<file path="config.mk">
export PLATFORM = sky130hd
export DESIGN_NAME = sas_top
export DESIGN_NICKNAME = d
export VERILOG_FILES = /design/src/hdl/sas_pkg.sv /design/src/hdl/sas_top.sv /design/src/hdl/sas_clk_div.sv /design/src/hdl/sas_irq.sv
export SDC_FILE = /design/constraint.sdc
export NUM_CORES = 1
export LEC_CHECK = 0
export ABC_AREA = 1
export BUFFER_PORTS_ARGS = -buffer_cell sky130_fd_sc_hd__buf_4
export CAP_MARGIN = 20
export CORE_MARGIN = 10
export CORE_UTILIZATION = 57
export DETAILED_ROUTE_END_ITERATION = 8
export HOLD_SLACK_MARGIN = 0.03
export PLACE_DENSITY = 0.85
export SKIP_CTS_REPAIR_TIMING = 1
export SYNTH_ARGS = -nofsm -noshare
export SYNTH_HDL_FRONTEND = slang
export SYNTH_SLANG_ARGS = --single-unit
</file>
<file path="constraint.sdc">
create_clock -name hclk -period 4.5 [get_ports hclk]
set_input_delay 0.45 -clock hclk [delete_from_list [all_inputs] [get_ports hclk]]
set_output_delay 0.45 -clock hclk [all_outputs]
set_load 0.01 [all_outputs]
</file>
<file path="src/hdl/sas_pkg.sv">
// sas_pkg: constants, register map, field layout and types for the SAR converter sequencer.
// assumes a 32-bit AHB-Lite register bus and a single 100 MHz clock.
package sas_pkg;

	// register indexes; the byte address is four times the index
	localparam logic [7:0]  CTRL_IDX     = 8'hF7;
	localparam logic [7:0]  RES_HI_IDX   = 8'hF8;
	localparam logic [7:0]  RES_LO_IDX   = 8'hF9;
	localparam logic [7:0]  IRQ_STAT_IDX = 8'hFA;
	localparam logic [7:0]  IRQ_MASK_IDX = 8'hFB;

	// control register fields
	localparam int unsigned CHAN_HI   = 7;
	localparam int unsigned CHAN_LO   = 4;
	localparam int unsigned EOC_BIT   = 3;
	localparam int unsigned SPEED_HI  = 2;
	localparam int unsigned SPEED_LO  = 1;
	localparam int unsigned START_BIT = 0;

	// reset values
	localparam logic [3:0]  CHAN_RST  = 4'h0;
	localparam logic [1:0]  SPEED_RST = 2'h0;

	// conversion
	localparam int unsigned RES_W       = 10;
	localparam int unsigned NUM_CHAN    = 9;
	localparam logic [9:0]  SAR_MID     = 10'h200;
	localparam logic [3:0]  SETUP_TICKS = 4'hA;
	localparam logic [3:0]  BIT_TICKS   = 4'h4;
	localparam logic [3:0]  LAST_BIT    = 4'h9;

	// speed field encodings and divider reload values (divide minus one)
	localparam logic [1:0]  SPD_DIV16 = 2'h0;
	localparam logic [1:0]  SPD_DIV8  = 2'h1;
	localparam logic [1:0]  SPD_DIV4  = 2'h2;
	localparam logic [4:0]  DIV16_M1  = 5'h0F;
	localparam logic [4:0]  DIV8_M1   = 5'h07;
	localparam logic [4:0]  DIV4_M1   = 5'h03;

	// interrupt status bits
	localparam int unsigned IRQ_W       = 2;
	localparam int unsigned IRQ_DONE    = 0;
	localparam int unsigned IRQ_OVERRUN = 1;

	// AHB-Lite
	localparam logic [1:0]  HTRANS_NONSEQ = 2'h2;
	localparam logic [1:0]  HRESP_OKAY    = 2'h0;

	typedef enum logic [1:0] {
		SAS_IDLE  = 2'b00,
		SAS_SETUP = 2'b01,
		SAS_BITS  = 2'b10
	} sas_state_t;

	// towards the comparator and the reference ladder
	typedef struct packed {
		logic [8:0] chan_sel;
		logic [9:0] trial;
		logic       busy;
	} sas_analog_t;

	typedef struct packed {
		sas_state_t  state;
		logic [3:0]  chan;
		logic [1:0]  speed;
		logic        start;
		logic        eoc;
		logic [3:0]  conv_chan;
		logic [9:0]  sar;
		logic [3:0]  bit_idx;
		logic [3:0]  tick_cnt;
		logic [9:0]  result;
		logic        unread;
		logic        wr_pend;
		logic [7:0]  wr_idx;
		logic [31:0] hrdata;
		sas_analog_t ana;
	} sas_core_t;

	function automatic logic [8:0] sas_onehot(input logic [3:0] ch);
		logic [8:0] v;
		v = 9'h000;
		if (ch < 4'(NUM_CHAN)) begin
			v[ch] = 1'b1;
		end
		return v;
	endfunction : sas_onehot

	function automatic logic [4:0] sas_div_m1(input logic [1:0] spd);
		logic [4:0] v;
		case (spd)
			SPD_DIV8: v = DIV8_M1;
			SPD_DIV4: v = DIV4_M1;
			default:  v = DIV16_M1;
		endcase
		return v;
	endfunction : sas_div_m1

endpackage : sas_pkg

</file>
<file path="src/hdl/sas_top.sv">
// sas_top: control logic of a 10-bit successive-approximation converter behind AHB-Lite.
// assumes an external comparator that reports input >= trial level on comp_hi,
// and a reference ladder that follows the trial code; one clock, hclk.
//
// Overview of operation
// - writing one to control bit 0 while idle starts converting the selected channel
// - control bits 7..4 pick one of nine inputs, changeable between conversions
// - at most one input is connected (none for codes 9 to 15), and a conversion handles only that one
// - each conversion starts the approximation register at mid scale
// - each step decides one result bit, most significant first, ten steps
// - after the last bit the end flag is set and the result stored
// - after storing, the converter idles until the next start
// - a new conversion overwrites the stored result with no protection
// - upper eight result bits in the high register, lower two in the low
// - ten set-up ticks then four ticks per bit, fifty ticks in total
// - control bits 2..1 choose the divider for the converter clock
// - speed 10 makes one converter clock four system clocks long
//
// Chosen here: the AHB-Lite interface to the registers.
`timescale 1ns/1ps
`default_nettype none
module sas_top
	import sas_pkg::*;
(
	// clock and reset
	input  wire logic        hclk,
	input  wire logic        hresetn,
	// AHB-Lite slave
	input  wire logic        hsel,
	input  wire logic [31:0] haddr,
	input  wire logic [1:0]  htrans,
	input  wire logic        hwrite,
	input  wire logic [2:0]  hsize,
	input  wire logic [31:0] hwdata,
	input  wire logic        hready,
	output logic      [31:0] hrdata,
	output logic             hreadyout,
	output logic      [1:0]  hresp,
	// analog side
	input  wire logic        comp_hi,
	output sas_analog_t      analog,
	// interrupt
	output logic             irq
);

	sas_core_t        s;
	sas_core_t        next_s;

	logic             tick;
	logic             div_restart;
	logic [4:0]       div_sel;
	logic [IRQ_W-1:0] irq_events;
	logic             wr_status;
	logic             wr_mask;
	logic [IRQ_W-1:0] irq_status;
	logic [IRQ_W-1:0] irq_mask;

	// address phase decode
	logic             addr_valid;
	logic             addr_hit;
	logic [7:0]       addr_idx;

	assign addr_valid = hsel && hready && (htrans == HTRANS_NONSEQ || htrans[1]);
	assign addr_idx   = haddr[9:2];
	assign addr_hit   = (haddr[31:10] == 22'h000000) && (haddr[1:0] == 2'h0);

	// data phase write strobes
	logic             wr_ctrl;
	logic             start_now;

	assign wr_ctrl   = s.wr_pend && s.wr_idx == CTRL_IDX;
	assign wr_status = s.wr_pend && s.wr_idx == IRQ_STAT_IDX;
	assign wr_mask   = s.wr_pend && s.wr_idx == IRQ_MASK_IDX;

	// a start is only taken while idle; writes during a conversion are dropped
	assign start_now = wr_ctrl && s.state == SAS_IDLE && hwdata[START_BIT];

	// the divider restarts with the speed being written so the first tick is sized right
	assign div_restart = start_now;
	assign div_sel     = start_now ? sas_div_m1(hwdata[SPEED_HI:SPEED_LO])
	                               : sas_div_m1(s.speed);

	sas_clk_div u_div (
		.hclk    (hclk),
		.hresetn (hresetn),
		.restart (div_restart),
		.div_m1  (div_sel),
		.tick    (tick)
	);

	function automatic logic [31:0] read_mux(input logic [7:0] idx,
	                                         input sas_core_t  cur,
	                                         input logic [IRQ_W-1:0] st,
	                                         input logic [IRQ_W-1:0] mk);
		logic [31:0] v;
		v = 32'h00000000;
		case (idx)
			CTRL_IDX: begin
				v[CHAN_HI:CHAN_LO]   = cur.chan;
				v[EOC_BIT]           = cur.eoc;
				v[SPEED_HI:SPEED_LO] = cur.speed;
				v[START_BIT]         = cur.start;
			end
			RES_HI_IDX:   v[7:0] = cur.result[9:2];
			RES_LO_IDX:   v[1:0] = cur.result[1:0];
			IRQ_STAT_IDX: v[IRQ_W-1:0] = st;
			IRQ_MASK_IDX: v[IRQ_W-1:0] = mk;
			default:      v = 32'h00000000;
		endcase
		return v;
	endfunction : read_mux

	always_comb begin
		next_s     = s;
		irq_events = '0;

		// bus: capture writes for the data phase, answer reads from a register
		next_s.wr_pend = addr_valid && addr_hit && hwrite;
		next_s.wr_idx  = addr_idx;
		if (addr_valid && !hwrite) begin
			next_s.hrdata = addr_hit ? read_mux(addr_idx, s, irq_status, irq_mask)
			                         : 32'h00000000;
			if (addr_hit && addr_idx == RES_HI_IDX) begin
				next_s.unread = 1'b0;
			end
		end

		// control register writes between conversions
		if (wr_ctrl && s.state == SAS_IDLE) begin
			next_s.chan  = hwdata[CHAN_HI:CHAN_LO];
			next_s.speed = hwdata[SPEED_HI:SPEED_LO];
		end

		if (start_now) begin
			next_s.start     = 1'b1;
			next_s.eoc       = 1'b0;
			next_s.conv_chan = hwdata[CHAN_HI:CHAN_LO];
			next_s.sar       = SAR_MID;
			next_s.tick_cnt  = 4'h0;
			next_s.bit_idx   = LAST_BIT;
			next_s.state     = SAS_SETUP;
		end

		case (s.state)
			SAS_IDLE: begin
				// nothing runs until the next start
			end
			SAS_SETUP: begin
				if (tick) begin
					if (s.tick_cnt == SETUP_TICKS - 4'h1) begin
						next_s.tick_cnt = 4'h0;
						next_s.state    = SAS_BITS;
					end else begin
						next_s.tick_cnt = s.tick_cnt + 4'h1;
					end
				end
			end
			SAS_BITS: begin
				if (tick) begin
					if (s.tick_cnt == BIT_TICKS - 4'h1) begin
						next_s.tick_cnt = 4'h0;
						// keep the trial bit when the input is at or above it
						if (!comp_hi) begin
							next_s.sar[s.bit_idx] = 1'b0;
						end
						if (s.bit_idx != 4'h0) begin
							next_s.sar[s.bit_idx - 4'h1] = 1'b1;
							next_s.bit_idx = s.bit_idx - 4'h1;
						end else begin
							next_s.result = next_s.sar;
							next_s.eoc    = 1'b1;
							next_s.start  = 1'b0;
							next_s.state  = SAS_IDLE;
							next_s.unread = 1'b1;
							irq_events[IRQ_DONE]    = 1'b1;
							irq_events[IRQ_OVERRUN] = s.unread;
						end
					end else begin
						next_s.tick_cnt = s.tick_cnt + 4'h1;
					end
				end
			end
			default: begin
				next_s.state = SAS_IDLE;
			end
		endcase

		// analog side follows the next state so it stands in flip-flops
		next_s.ana.busy     = next_s.state != SAS_IDLE;
		next_s.ana.trial    = next_s.sar;
		next_s.ana.chan_sel = next_s.ana.busy ? sas_onehot(next_s.conv_chan)
		                                      : sas_onehot(next_s.chan);
	end

	always_ff @(posedge hclk or negedge hresetn) begin
		if (!hresetn) begin
			s           <= '0;
			s.state     <= SAS_IDLE;
			s.chan      <= CHAN_RST;
			s.speed     <= SPEED_RST;
			s.conv_chan <= CHAN_RST;
			s.ana       <= '{chan_sel: 9'h001, trial: 10'h000, busy: 1'b0};
		end else begin
			s <= next_s;
		end
	end

	sas_irq u_irq (
		.hclk      (hclk),
		.hresetn   (hresetn),
		.events    (irq_events),
		.wr_status (wr_status),
		.wr_mask   (wr_mask),
		.wdata     (hwdata[IRQ_W-1:0]),
		.status    (irq_status),
		.mask      (irq_mask),
		.irq       (irq)
	);

	assign hrdata    = s.hrdata;
	assign hreadyout = 1'b1;
	assign hresp     = HRESP_OKAY;
	assign analog    = s.ana;

endmodule : sas_top
`default_nettype wire

</file>
<file path="src/hdl/sas_clk_div.sv">
// sas_clk_div: converter clock tick generator, one tick every (div_m1 + 1) clocks.
// assumes restart is a one-cycle pulse that aligns the tick train to a new conversion.
`timescale 1ns/1ps
`default_nettype none
module sas_clk_div
	import sas_pkg::*;
(
	// clock and reset
	input  wire logic       hclk,
	input  wire logic       hresetn,
	// control
	input  wire logic       restart,
	input  wire logic [4:0] div_m1,
	// tick
	output logic            tick
);

	typedef struct packed {
		logic [4:0] cnt;
	} sas_div_t;

	sas_div_t s;
	sas_div_t next_s;

	always_comb begin
		next_s = s;
		if (restart || s.cnt == 5'h00) begin
			next_s.cnt = div_m1;
		end else begin
			next_s.cnt = s.cnt - 5'h01;
		end
	end

	always_ff @(posedge hclk or negedge hresetn) begin
		if (!hresetn) begin
			s <= '0;
		end else begin
			s <= next_s;
		end
	end

	assign tick = (s.cnt == 5'h00) && !restart;

endmodule : sas_clk_div
`default_nettype wire

</file>
<file path="src/hdl/sas_irq.sv">
// sas_irq: sticky event status, write-one-to-clear, with a mask onto one level output.
// assumes events are one-cycle pulses; a set in the clearing cycle wins.
`timescale 1ns/1ps
`default_nettype none
module sas_irq
	import sas_pkg::*;
(
	// clock and reset
	input  wire logic             hclk,
	input  wire logic             hresetn,
	// events and register writes
	input  wire logic [IRQ_W-1:0] events,
	input  wire logic             wr_status,
	input  wire logic             wr_mask,
	input  wire logic [IRQ_W-1:0] wdata,
	// state
	output logic      [IRQ_W-1:0] status,
	output logic      [IRQ_W-1:0] mask,
	output logic                  irq
);

	typedef struct packed {
		logic [IRQ_W-1:0] status;
		logic [IRQ_W-1:0] mask;
		logic             irq;
	} sas_irq_t;

	sas_irq_t s;
	sas_irq_t next_s;

	always_comb begin
		next_s = s;
		if (wr_status) begin
			next_s.status = s.status & ~wdata;
		end
		next_s.status = next_s.status | events;
		if (wr_mask) begin
			next_s.mask = wdata;
		end
		next_s.irq = |(next_s.status & next_s.mask);
	end

	always_ff @(posedge hclk or negedge hresetn) begin
		if (!hresetn) begin
			s <= '0;
		end else begin
			s <= next_s;
		end
	end

	assign status = s.status;
	assign mask   = s.mask;
	assign irq    = s.irq;

endmodule : sas_irq
`default_nettype wire

</file>
* After elaboration in Yosys (flattened, before gate mapping)
Index checks and enable logic that the tools add are counted.
** Operators by class
- Equality and inequality tests :: 17
- Divide/modulo/power cells :: 0
- Multipliers :: 0
- Order comparisons :: 10
- Add/sub/neg operators :: 3
- Shift operators :: 0
- Reduce and logical (&&, ||, !) cells :: 29
- Multiplexer cells :: 54
- Bitwise logic cells :: 8
** Operator list (count)
- $eq 8x8->1 const B :: 8
- $mux 14 :: 3
- $mux 10 :: 4
- $mux 2 :: 16
- $mux 29 :: 1
- $mux 9 :: 3
- $mux 24 :: 1
- $pmux 4 s2 :: 3
- $logic_not 22->1 :: 1
- $mux 11 :: 2
- $lt 4x5->1 const B :: 4
- $logic_and 1x1->1 :: 17
- $demux 1 s4 :: 4
- $ge 4x1->1 const B :: 4
- $mux 4 :: 3
- $pmux 6 s2 :: 1
- $and 10x10->10 :: 1
- $mux 5 :: 2
- $not 10->10 :: 1
- $or 10x10->10 :: 1
- $pmux 2 s5 :: 1
- $eq 2x2->1 const B :: 4
- $lt 4x4->1 const B :: 2
- $mux 8 :: 1
- other kinds (21) :: 33
** Storage, ports and cells
- Output and inout port bits :: 56
- Latch bits :: 0
- Logic and storage cells :: 141
- Memories kept :: 0
- Register bits after elaboration :: 104
- Input bits :: 75
- Bits in writable memories :: 0
- ROM bits :: 0

* Depth between registers and ports, before layout
- Word-level depth :: 15
- Gate-level depth with buffers :: 14
- Mapped depth without buffers :: 14

* Hierarchy
A second synthesis with hierarchy kept.
** Unflattened totals
- Cell total of the unflattened synthesis :: 577
- Area total of the unflattened synthesis :: 4740.8 um^2
** By module, submodules not included
- sas_top :: cells each 520, area an instance 4270.3 um^2, instances 1, seq. area each 1752.9 um^2
- sas_clk_div :: cells each 34, area an instance 272.8 um^2, instances 1, seq. area each 125.1 um^2
- sas_irq :: cells each 23, area an instance 197.7 um^2, instances 1, seq. area each 125.1 um^2

* Worst setup path before layout
Ideal clock, no wire load.
- Path type :: register to register
- Start point :: register s[102] in the netlist's numbering
- End point :: register s (netlist bit analog[12])
- Clock period less this slack :: 1.775 ns
- Slack :: 2.725 ns
- Arrival :: 1.658 ns
- Path buffers :: 3
- Stages on the path, launching flop included :: 14
- Required time :: 4.383 ns
- Library setup time :: 0.117 ns
- Cells stage by stage :: dfrtp_1 inv_1 ha_1 nand3_1 inv_1 nand4_2 buf_6 buf_6 nand2_1 a21oi_1 nand2_2 buf_6 nand3_1 nand2_1
** RTL lines
- from (decl) :: RTL line sas_top.sv:46 : sas_core_t s;
- from (signal assigned) :: RTL line sas_top.sv:204 : s <= next_s;

* Worst setup path in the final report
- Start point :: register s[102] in the netlist's numbering
- End point :: register s[64] in the netlist's numbering
** Between the ends
- Word-level cells in the longest chain between the ends :: 9
- Elaborated cells on any way between the ends :: 13
- Classes of those cells :: 1 x eq/ne; 5 x mux; 1 x bitwise; 6 x reduce/logical
** Ends and longest elaborated chain
- $logic_not 2->1 :: RTL line sas_top.sv:76 : assign start_now = wr_ctrl && s.state == SAS_IDLE && hwdata[START_BIT];
- $logic_and 1x1->1 (2 in a row) :: RTL line sas_top.sv:76
- $mux 24 :: RTL line sas_top.sv:134 : if (start_now) begin
- $and 10x10->10 (no line)
- $mux 10 :: RTL line sas_top.sv:163 : if (!comp_hi) begin
- $mux 10 :: RTL line sas_top.sv:160 : if (s.tick_cnt == BIT_TICKS - 4'h1) begin
- $mux 10 :: RTL line sas_top.sv:159 : if (tick) begin
- $mux 10 :: RTL line sas_top.sv:144 : case (s.state)
Several ways; a longest one is shown, not always the timed one. The select of a mux whose other input is x is not followed.
A chain may end at the register's enable or synchronous reset.

==> out/metrics.csv <==
metric;value;unit
setup_tns;0;ps
peakVddDrop;0.118;mV
critical_path.max_fanout;29;
die-area;12100;sq um
critPathCaptureType;flop;
dpl_cell_area;4900;sq um
r2r_start;s[102];
clk_latency;360;ps
drv_cap;0;
cts.clk_slew.worst_paths;80;ps
outcome;completed;
fin_worst_skew;12.6;ps
period_share;55.5;%
cts_sinks;80;
routedWlPerCell;14.8;microns
seq_area_frac_synth;43.4;%
layout-drive-gt1-share;20.4;%
max_freq;0.401;GHz
synthFlopType;dfrtp_1;
crit_start;s[102];
ys_async_sr_fraction;100;%
areaGrowthSynthToFinish;11.0;%
critPathKind;flop to flop;
met3_usage;4.06;%
track_usage;17.9;%
die_y;110;microns
drt-vias-per-instance;5.27;
slew_viol_final;0;
setup_viol;0;
synthCells;573;
leakagePower;0.00267;uW
final_nets;707;
coreArea;7810;sq um
drtIter0Drc;220;
syn_area;4620;sq um
ys_ff_latch;80;
worstPathRequired;4740;ps
synth_edf_count;0;
dpl.hpwl;8.16;mm
hp-class;input pin to flop;
startpoint_type;flop;
antenna_found_initial;0;
numPortBuffers;74;
gp_congestion;0.998;
diodes;0;
period_needed;2500;ps
start_util;59.2;%
grt_pass1_wl;17.4;mm
synthDistinctLibCells;42;
syn_avg_cell_area;8.06;sq um
drc;0;
grtUsageMet2;30.3;%
slew_headroom;34.8;%
grt_pass1_vias;3781;
tightest_slew;977;ps
hp-start;haddr[7];
rrSetupSlack;2000;ps
hold_viol;0;
die_x;110;microns
cp.arrival;2730;ps
rows;32;
cts_inserted_buffers;9;
rsz0062_at_grt;no;
whs;206;ps
htreeDepth;3;
cts-root-buf;clkbuf_8;
first_pass_iters;5;
ys_warn_count;0;
grt_max_degree;81;
ios;131;
final_area;5130;sq um
grt-busiest-layer;met2;
vias;3823;
p_total;1390;uW
met1_usage;21.2;%
clk_path_buf_depth;2;
antenna_left;0;
p_per_area;272;nW/um^2
grt.overflow.total;0;
wirelength;10.7;mm
cts_tree;yes;
[cells in the mapped netlist, drive strengths merged, types with 2 or more instances]
cell type	instances	share of area (%)
dfrtp	79	43
a21oi	5	0.79
clkinv	3	0.24
xor2	3	0.57
o21ai	52	6.3
nor3	3	0.32
buf	64	11
o211ai	11	2.3
conb	2	0.16
ha	13	3.5
nor4	3	0.54
nand4	14	2.0
nand3	41	4.5
inv	72	5.8
nand2	146	12
o31ai	4	0.65
nor2	46	4.2
[power breakdown]
part           switching, uW  leakage, uW  total, uW  internal (uW)
logic                   43.7      0.00154       72.6           28.9
registers               1.73      0.00102        724            722
clock network            255     0.000114        597            342
total                    300      0.00267       1390           1090
[state kept, by name, summed over array words and instances, names as in the netlist]
register      flops
u_irq.status      2
u_div.s           5
hrdata            8
analog           20
s                42
u_irq.irq         1
u_irq.mask        2
[per-layer routing]
layer  vias to the layer above  share of wire, %  wire [microns]
met3                        18               8.9             958
met4                         0               2.0             215
li1                       1851                 -               -
met5                         -                 0               0
met1                      1799                41            4400
met2                       155                48            5160
[path summary, 6_finish.rpt]
path | endpoint | cells past startpoint
min in group asynchronous | analog[6] | 1
max reg2reg | s[64] | 13
max in group asynchronous | s[95] | 1
min | s[57] | 1
max | s[64] | 13
min reg2reg | u_div.s[0] | 1
[worst max-delay path: stages, from the launching register on]
cell     delay, ps
dfrtp_1        380
inv_1          110
ha_1           260
nand3_1         90
inv_1           70
nand4_2         60
buf_4          350
nand3_1        180
inv_2          110
nand2_2        190
nor2_2         210
inv_2          170
nand2_1        100
o21ai_1         60
[kinds of logic after synthesis]
group	synth area share [%]
buf+inv	17.0
other cells	0.163
mux	0.244
fa+ha+maj	3.52
flops	43.4
xor+xnor	0.758
compound gates	10.7
simple gates	24.3
[layout make-up]
| cell class | count | area [sq um] |
|---|---|---|
| tap | 102 | 128 |
| fill | 640 | 2680 |
| sequential | 80 | 2000 |
| clock inverter | 3 | 65.1 |
| timing repair buffer | 75 | 563 |
| clock buffer | 13 | 159 |
| multi-input combinational | 378 | 1930 |
| inverter | 75 | 282 |
[metrics by stage]
stage	instances	worst slack, ps	util (%)
finish	726	2000	65.7
detailed placement	710	2070	62.8
CTS	726	2020	65.7
floorplan	598	2720	-
global route	726	1810	65.7
global placement	710	2090	62.8
[placed cells by master, fill, tap and decap left out, types with 5 or more instances in the layout]
cell	n
o211ai_2	5
o21ai_0	23
conb_1	27
nand2_1	142
o21ai_2	8
buf_4	75
o21ai_1	21
ha_1	13
nand3_1	40
nor2_1	41
inv_2	10
clkbuf_8	11
inv_1	62
dfrtp_1	79
o211ai_1	6
nand4_1	13
(Power assumes the default switching activity.)
